### config.mk
export PLATFORM = sky130hd
export DESIGN_NAME = pmes_event_select
export DESIGN_NICKNAME = d
export VERILOG_FILES = /design/src/shared/pmes_pkg.sv /design/src/design/pmes_event_select.sv
export VERILOG_INCLUDE_DIRS = /design/src /design/src/shared
export SDC_FILE = /design/constraint.sdc
export NUM_CORES = 1
export LEC_CHECK = 0
export ABC_AREA = 0
export BUFFER_PORTS_ARGS = -buffer_cell sky130_fd_sc_hd__buf_2
export CAP_MARGIN = 20
export CORE_MARGIN = 5
export CORE_UTILIZATION = 50
export DETAILED_ROUTE_END_ITERATION = 6
export PLACE_DENSITY = 0.8
export SYNTH_ARGS = -nofsm -noshare
export SYNTH_HDL_FRONTEND = slang
export SYNTH_SLANG_ARGS = --single-unit
### constraint.sdc
create_clock -name mclk -period 7.4 [get_ports mclk]
set_clock_uncertainty 0.15 [all_clocks]
set_input_delay 0.74 -clock mclk [delete_from_list [all_inputs] [get_ports mclk]]
set_output_delay 0.74 -clock mclk [all_outputs]
set_load 0.02 [all_outputs]
### src/shared/pmes_regs.svh
// register indices, field positions, reset values and fixed port addresses
// assumes the register bus uses byte addresses, one aligned word per register
`ifndef PMES_REGS_SVH
`define PMES_REGS_SVH

// register indices; the byte address is four times the index
`define PMES_IDX_WINDOW_LOW 8'h5E
`define PMES_IDX_WINDOW_HIGH 8'h5F
`define PMES_IDX_SYS_SEL_1 8'h77
`define PMES_IDX_SYS_SEL_2 8'h78
`define PMES_IDX_BRK_SEL_0 8'h79
`define PMES_IDX_BRK_SEL_1 8'h7A
`define PMES_IDX_BRK_SEL_2 8'h7B
`define PMES_IDX_SMI_CAUSE_0 8'h7C
`define PMES_IDX_SMI_CAUSE_1 8'h7D
`define PMES_IDX_CONTROL 8'h80

// reset values
`define PMES_RST_BYTE 8'h00

// control register fields
`define PMES_CTL_BREAK_SMI_EN 0
`define PMES_CTL_AUTO_SUSP_EN 2

// window high byte fields
`define PMES_WIN_MASK_LSB 2
`define PMES_WIN_MASK_MSB 5

// fixed legacy port addresses and the low address bits each one spans
`define PMES_PORT_3BC 10'h3BC
`define PMES_PORT_278 10'h278
`define PMES_PORT_378 10'h378
`define PMES_PORT_2F8 10'h2F8
`define PMES_PORT_3F8 10'h3F8
`define PMES_SPAN_PAR 10'h003
`define PMES_SPAN_SER 10'h007

`endif

### src/shared/pmes_pkg.sv
// types shared by the event select and smi cause block
// assumes the constants header is included by the design file
package pmes_pkg;
    typedef logic [7:0] pmes_byte_t;
    typedef logic [9:0] pmes_ioaddr_t;
    typedef logic [23:0] pmes_evvec_t;
    typedef enum logic [0:0] {
        PHASE_IDLE,
        PHASE_ANSWER
    } pmes_phase_e;
endpackage

### src/design/pmes_event_select.sv
// power-management event selection and smi cause recording, one clock domain
// assumes all event inputs and the register bus are synchronous to mclk
`timescale 1ns/1ps
`default_nettype none
`include "pmes_regs.svh"

module pmes_event_select (
    input wire logic mclk,
    input wire logic rst,
    input wire logic [9:0] avsAddress,
    input wire logic avsRead,
    input wire logic avsWrite,
    input wire logic [31:0] avsWriteData,
    input wire logic [3:0] avsByteEnable,
    output logic [31:0] avsReadData,
    output logic avsWaitRequest,
    input wire logic [15:0] irqLines,
    input wire logic dmaRequest,
    input wire logic alarm,
    input wire logic ringN,
    input wire logic external_system_event_pinN,
    input wire logic hddAccess,
    input wire pmes_pkg::pmes_ioaddr_t ioAddr,
    input wire logic ioRead,
    input wire logic ioWrite,
    input wire logic globalStandbyExitReq,
    input wire logic globalStandbyEnterReq,
    input wire logic displayStandbyExitReq,
    input wire logic displayStandbyEnterReq,
    input wire logic windowStandbyExitReq,
    input wire logic windowStandbyEnterReq,
    input wire logic diskStandbyExitReq,
    input wire logic diskStandbyEnterReq,
    input wire logic acPower,
    input wire logic extSmi1Req,
    input wire logic extSmi0Req,
    input wire logic softwareSmiReq,
    input wire logic batteryLowReq,
    input wire logic suspendButtonReq,
    input wire logic autoSuspendReq,
    output logic systemEvent,
    output logic breakEvent,
    output logic breakSmi,
    output logic autoSuspendTrigger,
    output logic smiPending
);
    import pmes_pkg::*;

    // hit on a fixed port; span marks the low bits that do not take part
    // the port blocks are fixed in hardware; software cannot move them
    function automatic logic portHit(input pmes_ioaddr_t addr, input pmes_ioaddr_t base,
                                     input pmes_ioaddr_t span);
        portHit = ((addr & ~span) == (base & ~span));
    endfunction

    // device window compare, each masked low bit left out of the compare
    function automatic logic windowHit(input pmes_ioaddr_t addr, input pmes_byte_t lowByte,
                                       input pmes_byte_t highByte);
        logic [9:0] base;
        logic [9:0] care;
        base = {highByte[1:0], lowByte};
        care = {6'h3F, ~highByte[`PMES_WIN_MASK_MSB:`PMES_WIN_MASK_LSB]};
        windowHit = ((addr & care) == (base & care));
    endfunction

    // set wins over a clearing write; a written one leaves the bit as it was
    // so a cause that lands during a software clear is never lost
    function automatic pmes_byte_t causeNext(input pmes_byte_t cur, input pmes_byte_t set,
                                             input logic clr, input pmes_byte_t data);
        pmes_byte_t keep;
        keep = clr ? (cur & data) : cur;
        causeNext = keep | set;
    endfunction

    // bus state
    pmes_phase_e phaseQ, phaseD;
    logic waitQ, waitD;
    logic [31:0] rdataQ, rdataD;

    // configuration registers
    pmes_byte_t winLowQ, winLowD;
    pmes_byte_t winHighQ, winHighD;
    pmes_byte_t sysSel1Q, sysSel1D;
    pmes_byte_t sysSel2Q, sysSel2D;
    pmes_byte_t brkSel0Q, brkSel0D;
    pmes_byte_t brkSel1Q, brkSel1D;
    pmes_byte_t brkSel2Q, brkSel2D;
    pmes_byte_t controlQ, controlD;

    // cause registers
    pmes_byte_t cause0Q, cause0D;
    pmes_byte_t cause1Q, cause1D;

    // event state
    pmes_evvec_t levelPrevQ, levelPrevD;
    logic acPrevQ, acPrevD;
    logic acValidQ, acValidD;
    logic sysEvQ, sysEvD;
    logic brkEvQ, brkEvD;
    logic brkSmiQ, brkSmiD;
    logic autoTrigQ, autoTrigD;
    logic pendQ, pendD;

    // decoded bus access
    logic [7:0] regIndex;
    logic wrTake;
    logic wrByte0;
    pmes_byte_t wrData;

    // event vectors
    pmes_evvec_t levelNow;
    pmes_evvec_t edgeNow;
    pmes_evvec_t eventNow;
    pmes_evvec_t sysMask;
    pmes_evvec_t brkMask;
    logic ioAccess;
    pmes_byte_t ioHits;
    pmes_byte_t set0;
    pmes_byte_t set1;

    // the write lands on the edge where waitrequest is seen low
    // address bits 1:0 are ignored; each register sits in its own word
    assign regIndex = avsAddress[9:2];
    assign wrTake = avsWrite && (phaseQ == PHASE_ANSWER);
    assign wrByte0 = wrTake && avsByteEnable[0];
    assign wrData = avsWriteData[7:0];

    // bus phase: one wait cycle, then the answer; a request still held after the answer is served again
    // read data are latched when the request is taken, so a cause that sets
    // during the wait cycle shows on the next read, not on this one
    always_comb begin
        phaseD = phaseQ;
        waitD = 1'b1;
        rdataD = rdataQ;
        unique case (phaseQ)
            PHASE_IDLE: begin
                if (avsRead || avsWrite) begin
                    phaseD = PHASE_ANSWER;
                    waitD = 1'b0;
                    rdataD = 32'h0000_0000;
                    if (avsRead) begin
                        // unmapped indices read as zero, upper bits always zero
                        case (regIndex)
                            `PMES_IDX_WINDOW_LOW: rdataD[7:0] = winLowQ;
                            `PMES_IDX_WINDOW_HIGH: rdataD[7:0] = winHighQ;
                            `PMES_IDX_SYS_SEL_1: rdataD[7:0] = sysSel1Q;
                            `PMES_IDX_SYS_SEL_2: rdataD[7:0] = sysSel2Q;
                            `PMES_IDX_BRK_SEL_0: rdataD[7:0] = brkSel0Q;
                            `PMES_IDX_BRK_SEL_1: rdataD[7:0] = brkSel1Q;
                            `PMES_IDX_BRK_SEL_2: rdataD[7:0] = brkSel2Q;
                            `PMES_IDX_SMI_CAUSE_0: rdataD[7:0] = cause0Q;
                            `PMES_IDX_SMI_CAUSE_1: rdataD[7:0] = cause1Q;
                            `PMES_IDX_CONTROL: rdataD[7:0] = controlQ;
                            default: rdataD[7:0] = `PMES_RST_BYTE;
                        endcase
                    end
                end
            end
            PHASE_ANSWER: begin
                phaseD = PHASE_IDLE;
                waitD = 1'b1;
            end
        endcase
    end

    always_ff @(posedge mclk or posedge rst) begin
        if (rst) begin
            phaseQ <= PHASE_IDLE;
            waitQ <= 1'b1;
            rdataQ <= 32'h0000_0000;
        end else begin
            phaseQ <= phaseD;
            waitQ <= waitD;
            rdataQ <= rdataD;
        end
    end

    assign avsReadData = rdataQ;
    assign avsWaitRequest = waitQ;

    // configuration writes; only byte lane 0 carries register data
    // window high bits 7 and 6 are stored and read back only; the window compare ignores them
    always_comb begin
        winLowD = winLowQ;
        winHighD = winHighQ;
        sysSel1D = sysSel1Q;
        sysSel2D = sysSel2Q;
        brkSel0D = brkSel0Q;
        brkSel1D = brkSel1Q;
        brkSel2D = brkSel2Q;
        controlD = controlQ;
        if (wrByte0) begin
            case (regIndex)
                `PMES_IDX_WINDOW_LOW: winLowD = wrData;
                `PMES_IDX_WINDOW_HIGH: winHighD = wrData;
                `PMES_IDX_SYS_SEL_1: sysSel1D = wrData;
                `PMES_IDX_SYS_SEL_2: sysSel2D = wrData;
                `PMES_IDX_BRK_SEL_0: brkSel0D = wrData;
                `PMES_IDX_BRK_SEL_1: brkSel1D = wrData;
                `PMES_IDX_BRK_SEL_2: brkSel2D = wrData;
                `PMES_IDX_CONTROL: controlD = wrData;
                default: controlD = controlQ;
            endcase
        end
    end

    always_ff @(posedge mclk or posedge rst) begin
        if (rst) begin
            winLowQ <= `PMES_RST_BYTE;
            winHighQ <= `PMES_RST_BYTE;
            sysSel1Q <= `PMES_RST_BYTE;
            sysSel2Q <= `PMES_RST_BYTE;
            brkSel0Q <= `PMES_RST_BYTE;
            brkSel1Q <= `PMES_RST_BYTE;
            brkSel2Q <= `PMES_RST_BYTE;
            controlQ <= `PMES_RST_BYTE;
        end else begin
            winLowQ <= winLowD;
            winHighQ <= winHighD;
            sysSel1Q <= sysSel1D;
            sysSel2Q <= sysSel2D;
            brkSel0Q <= brkSel0D;
            brkSel1Q <= brkSel1D;
            brkSel2Q <= brkSel2D;
            controlQ <= controlD;
        end
    end

    // i/o access decode against the window and the fixed legacy ports
    // reads and writes count alike, one event for every cycle with a hit
    // a window that overlaps a fixed port raises both bits; each is selected apart
    assign ioAccess = ioRead || ioWrite;
    always_comb begin
        ioHits = 8'h00;
        ioHits[7] = 1'b0;
        ioHits[6] = ioAccess && windowHit(ioAddr, winLowQ, winHighQ);
        ioHits[5] = 1'b0;
        ioHits[4] = ioAccess && portHit(ioAddr, `PMES_PORT_3BC, `PMES_SPAN_PAR);
        ioHits[3] = ioAccess && portHit(ioAddr, `PMES_PORT_278, `PMES_SPAN_PAR);
        ioHits[2] = ioAccess && portHit(ioAddr, `PMES_PORT_378, `PMES_SPAN_PAR);
        ioHits[1] = ioAccess && portHit(ioAddr, `PMES_PORT_2F8, `PMES_SPAN_SER);
        ioHits[0] = ioAccess && portHit(ioAddr, `PMES_PORT_3F8, `PMES_SPAN_SER);
    end

    // level sources count on their rising edge so a held line is one event;
    // i/o port and window hits already are events and bypass the edge stage
    assign levelNow = {dmaRequest, alarm, ~ringN, irqLines[15:11],
                       ~external_system_event_pinN, 1'b0, hddAccess, 5'h00,
                       irqLines[10:9], irqLines[7:3], irqLines[1]};
    assign edgeNow = levelNow & ~levelPrevQ;
    assign eventNow = {edgeNow[23:16], edgeNow[15], ioHits[6], edgeNow[13], ioHits[4:0], edgeNow[7:0]};

    // select masks per path; the system path has no low byte here
    // interrupt lines 0, 2 and 8 have no select bit and are never looked at
    assign sysMask = {sysSel1Q, sysSel2Q, 8'h00};
    assign brkMask = {brkSel1Q, brkSel2Q, brkSel0Q};

    // event outputs and break smi; gating each path on its own mask
    // break smi and the trigger rise with the break event, never a cycle later
    // registering costs one cycle of latency but keeps every output glitch free
    always_comb begin
        levelPrevD = levelNow;
        sysEvD = |(eventNow & sysMask);
        brkEvD = |(eventNow & brkMask);
        brkSmiD = brkEvD && controlQ[`PMES_CTL_BREAK_SMI_EN];
        autoTrigD = brkSmiD && controlQ[`PMES_CTL_AUTO_SUSP_EN];
    end

    always_ff @(posedge mclk or posedge rst) begin
        if (rst) begin
            levelPrevQ <= 24'h00_0000;
            sysEvQ <= 1'b0;
            brkEvQ <= 1'b0;
            brkSmiQ <= 1'b0;
            autoTrigQ <= 1'b0;
        end else begin
            levelPrevQ <= levelPrevD;
            sysEvQ <= sysEvD;
            brkEvQ <= brkEvD;
            brkSmiQ <= brkSmiD;
            autoTrigQ <= autoTrigD;
        end
    end

    assign systemEvent = sysEvQ;
    assign breakEvent = brkEvQ;
    assign breakSmi = brkSmiQ;
    assign autoSuspendTrigger = autoTrigQ;

    // ac power edges; the first sample after reset only primes the history,
    // so a board that powers up on ac does not log a false rising edge
    // the price: an ac change in the very first cycle after reset is missed
    always_comb begin
        acPrevD = acPower;
        acValidD = 1'b1;
    end

    always_ff @(posedge mclk or posedge rst) begin
        if (rst) begin
            acPrevQ <= 1'b0;
            acValidQ <= 1'b0;
        end else begin
            acPrevQ <= acPrevD;
            acValidQ <= acValidD;
        end
    end

    // cause set vectors
    // requests are pulses; a request held high keeps setting its bit,
    // so software should clear only after the source has let go
    always_comb begin
        set0 = 8'h00;
        set1 = 8'h00;
        set0[7] = globalStandbyExitReq;
        set0[6] = globalStandbyEnterReq;
        set0[5] = displayStandbyExitReq;
        set0[4] = displayStandbyEnterReq;
        set0[3] = windowStandbyExitReq;
        set0[2] = windowStandbyEnterReq;
        set0[1] = diskStandbyExitReq;
        set0[0] = diskStandbyEnterReq;
        set1[7] = acValidQ && acPrevQ && !acPower;
        set1[6] = acValidQ && !acPrevQ && acPower;
        set1[5] = extSmi1Req;
        set1[4] = extSmi0Req;
        set1[3] = softwareSmiReq;
        set1[2] = batteryLowReq;
        set1[1] = suspendButtonReq;
        set1[0] = autoSuspendReq;
    end

    // sticky causes, cleared per bit by writing zero
    // pending is taken from the next values so it never lags its register
    always_comb begin
        cause0D = causeNext(cause0Q, set0, wrByte0 && (regIndex == `PMES_IDX_SMI_CAUSE_0), wrData);
        cause1D = causeNext(cause1Q, set1, wrByte0 && (regIndex == `PMES_IDX_SMI_CAUSE_1), wrData);
        pendD = (|cause0D) || (|cause1D);
    end

    always_ff @(posedge mclk or posedge rst) begin
        if (rst) begin
            cause0Q <= `PMES_RST_BYTE;
            cause1Q <= `PMES_RST_BYTE;
            pendQ <= 1'b0;
        end else begin
            cause0Q <= cause0D;
            cause1Q <= cause1D;
            pendQ <= pendD;
        end
    end

    // pending follows the cause registers in the same edge
    assign smiPending = pendQ;

endmodule
`default_nettype wire

# Yosys cells after proc, flatten, opt, wreduce, memory -nomap -nowiden
# Index checks and enable logic that the tools add are counted.
[totals]
regBits = 115
latch_bits = 0
ram_bits = 0
rom_bits = 0
in_bits = 98
out_inout_bits = 38
wordCells = 93
mem_count = 0
[classes]
n_addsub = 0
n_mul = 0
div_mod_pow = 0
order_cmp = 0
eq_ne = 16
shift = 0
mux = 8
n_bitwise = 14
n_reduce_logical = 34
[ops]
columns = ["cell", "count"]
rows = [
  ["8-bit one-hot mux with 10 select lines", 1],
  ["24-bit AND", 3],
  ["8-bit by 7-bit equality test with 1-bit output, second input constant", 9],
  ["24-bit OR reduction", 2],
  ["8-bit equality test, second input constant", 4],
  ["8-bit 2-to-1 mux", 3],
  ["24-bit inverter", 1],
  ["10-bit AND", 2],
  ["2-bit AND reduction", 9],
  ["8-bit AND", 2],
  ["1-bit logical AND", 16],
  ["8-bit bitwise OR", 2],
  ["8-bit OR reduction", 2],
  ["7-bit equality test, second input constant", 2],
  ["10-bit equality test", 1],
  ["4-bit inverter", 1],
  ["1-bit one-hot mux with 2 select lines", 2],
  ["1-bit logical OR", 3],
  ["1-bit inverter", 3],
  ["1-bit logical NOT", 2],
  ["1-bit 2-to-1 mux", 2],
]

# Depth between registers and ports, before layout
[logic_depth]
word_depth = 8
depth_mapped = 7
ltp_nobuf = 5

# Worst setup path after synthesis
# Ideal clock, no wire load.
[synth_timing]
path_type = "input to register"
startpoint = "input avsAddress[3]"
endpoint = "register rdataQ[4] (netlist: avsReadData[4])"
setup_ns = 0.138
arrival_ns = 2.146
required_time_ns = 7.112
path_slack_ns = 4.966
stages = 6
path_buffers = 2
path_cell_list = "buf_2 > buf_1 > mux4_2 > a22o_1 > a2111oi_0 > o21ai_1"
[synth_via]
elab_chain_cells = 3
elab_cells_between_ends = 12
cone_classes = "eq/ne: 10; mux: 2"
[synth_rtl]
columns = ["element", "line_no", "rtl"]
rows = [
  ["start: declaration", "pmes_event_select.sv:10", "input wire logic [9:0] avsAddress,"],
  ["8-bit equality test or 8-bit by 7-bit equality test with 1-bit output (tied branches)", "pmes_event_select.sv:143", "case (regIndex)"],
  ["8-bit one-hot mux with 10 select lines *", "pmes_event_select.sv:143", ""],
  ["8-bit 2-to-1 mux *", "pmes_event_select.sv:141", "if (avsRead) begin"],
  ["end signal: assignment", "pmes_event_select.sv:174", "rdataQ <= rdataD;"],
  ["end: declaration", "pmes_event_select.sv:78", "logic [31:0] rdataQ, rdataD;"],
]
# Every way passes the cells marked *; elsewhere a longest branch is shown, timed or not.
# A chain may end at the register's enable or synchronous reset.

# Worst setup path in the final report
[layout_timing]
startpoint = "input avsAddress[2]"
endpoint = "register controlQ[3]"
[layout_via]
elab_chain_cells = 2
[layout_rtl]
columns = ["element", "line_no", "rtl"]
rows = [
  ["8-bit equality test", "pmes_event_select.sv:193", "case (regIndex)"],
  ["2-bit AND reduction (no source line)", "--", ""],
  ["end signal: assignment", "pmes_event_select.sv:216", "controlQ <= `PMES_RST_BYTE;"],
  ["end signal: assignment", "pmes_event_select.sv:225", "controlQ <= controlD;"],
  ["end: declaration", "pmes_event_select.sv:88", "pmes_byte_t controlQ, controlD;"],
]
# Every way passes these cells.

==> out/metrics.csv <==
stage,metric,value,unit
grt,Global Route Usage Sum,24.4,%
timing,Final TNS setup,0,ns
worst_setup_path,"slowest stage delay, CP",0.78,ns
timing,final setup fails,0,
drt,Routed Antenna Nets,0,
logic_synthesis,most frequent cell after synthesis,dfrtp_1,
worst_setup_path,reg-to-reg critical path startpoint,phaseQ$_DFF_PP0_,
cts,Bufs on Longest Clock Path,2,
timing,crit share post-route,42.8,%
grt,met3 usage,8.64,%
logic_synthesis,synthesized area,5750,µm²
logic_synthesis,Yosys reg bits,115,
logic_synthesis,ys flop type,dfrtp_1,
placement,GP Congestion,0.951,
cts,H-tree level count,4,
floorplanning,overall die height,117,µm
logic_synthesis,Post-synth EDFFs,0,
drt,initial drt markers,452,
grt,initial antenna violation count,0,
layout,Final Util,59.5,%
worst_setup_path,Critical Path Start Type,input pin,
drt,Vias/cell,6.20,
drt,final wirelength,15800,µm
timing,fin worst setup slack,4.24,ns
logic_synthesis,Synth cell types,63,
timing,Slew Limit Fails,0,
grt,M1 GR Usage,31.9,%
worst_setup_path,Critical Path RT,7.55,ns
logic_synthesis,cell taking the most area after synthesis,dfrtp_1,
layout,layout cell share with drive strength beyond 1,34.5,%
grt,Most Crowded Layer GR,met2,
drt,WL/cell,21.8,µm
timing,minimum clock period,3.16,ns
timing,Slew HR,37.7,%
timing,Worst-Margin Slew,0.931,ns
flow_run,MaxCap Viol Count,0,
grt,GR Overflow Total,0,
floorplanning,total core area,11300,µm²
floorplanning,IO Pins,136,
power_and_ir_drop,Leak,3.09,nW
placement,# port buffers,79,
placement,HPWL Detailed,10900,µm
layout,Area Overhead vs Synth,17.3,%
worst_setup_path,CP max stage cell,nor2_1,
logic_synthesis,post-synth top area share,49.6,%
grt,GR Layer Usage met2,35.6,%
cts,CTS tree,yes,
layout,# diodes,0,
floorplanning,Rows,39,
drt,Via Count,4480,
cts,post-CTS setup buffer count,0,
drt,Pre-antenna DRT Iters,6,
worst_setup_path,Setup CP Type,in2reg,
power_and_ir_drop,power per standard cell area,235,nW/µm²
logic_synthesis,"Warnings, synthesis",0,
worst_setup_path,CP endpoint kind,flop,
logic_synthesis,"Avg Cell Area, Syn",11.6,µm²
power_and_ir_drop,maximum VDD drop,0.118,mV
logic_synthesis,share of synthesized registers carrying an async set or reset,100,%
grt,pin count of the biggest net entering global routing,82,
logic_synthesis,post-synthesis cell count,495,
worst_hold_path,HP Class,in2async,
layout,Fill cells,894,
status,status,"complete, no violations",
floorplanning,die width,117,µm
cts,post-cts resize count,0,
logic_synthesis,"Seq/Total Area, Yosys",50.1,%
worst_setup_path,CP Max Fanout,40,
cts,Sink Count,115,
logic_synthesis,Area contributors post-synth,"dfrtp_1, mux2_2, buf_4",
cts,clock slew at reported path FFs,0.05,ns
cts,Clock Latency Late Sink,0.42,ns
cts,Clock Tree Root,clkbuf_16,
drt,DRC,0,
logic_synthesis,"top cells by count, synth","dfrtp_1, mux2_2, nor2_1",
worst_setup_path,crit path cell chain,"buf_2, buf_4, nor2_1, and3_1, nand2_1, mux2_2",
timing,Fmax,0.316,GHz
floorplanning,Die ar.,13700,µm²
cts,CTS buffer count,17,
grt,number of global-route vias before repair,4594,
grt,first-pass GRT wire length,24800,µm
placement,Place WS,3.89,ns
worst_setup_path,crit path DAT,3.31,ns
timing,"Hold Violations, Final",0,
layout,nets,665,
worst_setup_path,CP Launch Point,avsAddress[2],
floorplanning,Starting Density,50.8,%
cts,# hold bufs at CTS,0,
timing,unrepaired setup endpoints after global routing,no,
## critical path: cells and delay by family
kind	cells	cell delay, ns
AND/OR/NAND/NOR	3	1.77
multiplexers	1	0.39
buffers and inverters	2	0.38
## final cells by class
cell class	count	area (µm²)	area share, %
Clock buffer	20	447	6.63
Multi-Input combinational cell	336	2580	38.3
Inverter	14	55.1	0.817
Tap cell	143	179	2.66
Timing Repair Buffer	83	442	6.55
Clock inverter	12	158	2.34
Sequential cell	115	2880	42.7
## layer usage
| metal | wire length, µm | up-vias | part of all wire [%] |
|---|---|---|---|
| li1 | - | 1921 | - |
| met1 | 6250 | 2199 | 40 |
| met2 | 7090 | 293 | 45 |
| met3 | 1650 | 67 | 10 |
| met4 | 764 | 0 | 4.9 |
| met5 | 0 | - | 0 |
## stage by stage
step / cells / total power (W) / area (µm²) / hold slack [ns]
6_report: 723 / 0.00159 / 6740 / 0.186
4_1_cts: 722 / 0.00159 / 6710 / 0.190
3_5_place_dp: 690 / 0.000764 / 6110 / 0.322
5_1_grt: 723 / 0.00164 / 6740 / 0.211
2_1_floorplan: 518 / 0.000732 / 5830 / 0.314
3_3_place_gp: 689 / 0.000761 / 6100 / 0.319
## sequential cells by signal, indices dropped and copies added, names as in the netlist, 8 cells and up
| signal | cells |
|---|---|
| levelPrevQ | 18 |
| avsReadData | 8 |
| brkSel0Q | 8 |
| brkSel1Q | 8 |
| brkSel2Q | 8 |
| cause0Q | 8 |
| cause1Q | 8 |
| controlQ | 8 |
| sysSel1Q | 8 |
| sysSel2Q | 8 |
| winHighQ | 8 |
| winLowQ | 8 |
## power breakdown
part           total, W  internal (W)  switching, W
Combinational  0.000107     0.0000347     0.0000728
Clock          0.000828      0.000537      0.000291
Sequential     0.000650      0.000642    0.00000734
Total           0.00159       0.00121      0.000371
## layout by cell type (no fill, tap or decap), types with 10 or more instances in the layout
cell,instances
buf_2,79
nand3b_1,17
mux2i_1,10
dfrtp_1,114
inv_1,13
a22o_1,11
clkbuf_16,17
mux2_2,71
nand3_1,16
nand4_1,10
nand2_1,25
nor2_1,28
a32oi_1,12
conb_1,25
## final timing paths
kind / to / slack [ns] / cells past startpoint
max: controlQ[3]$_DFFE_PP0P_ / 4.24 / 6
min: breakEvent$_DFF_PP0_ / 0.19 / 2
max reg2reg: brkSel0Q[6]$_DFFE_PP0P_ / 4.89 / 4
min reg2reg: avsReadData[7]$_DFFE_PP0P_ / 0.34 / 2
max in group asynchronous: brkSel1Q[4]$_DFFE_PP0P_ / 6.00 / 4
min in group mclk: levelPrevQ[22]$_DFF_PP0_ / 0.29 / 1
## logic make-up after synthesis
group	count (synthesis)	share of synthesized area, %
AOI/OAI and AO/OA	75	10.5
xor gates and xnor gates	10	1.52
buffers and inverters	67	6.51
DFF	115	50.1
muxes	85	17.2
other	2	0.131
and+or+nand+nor	141	14.0
Power figures use the tool's default switching activity.
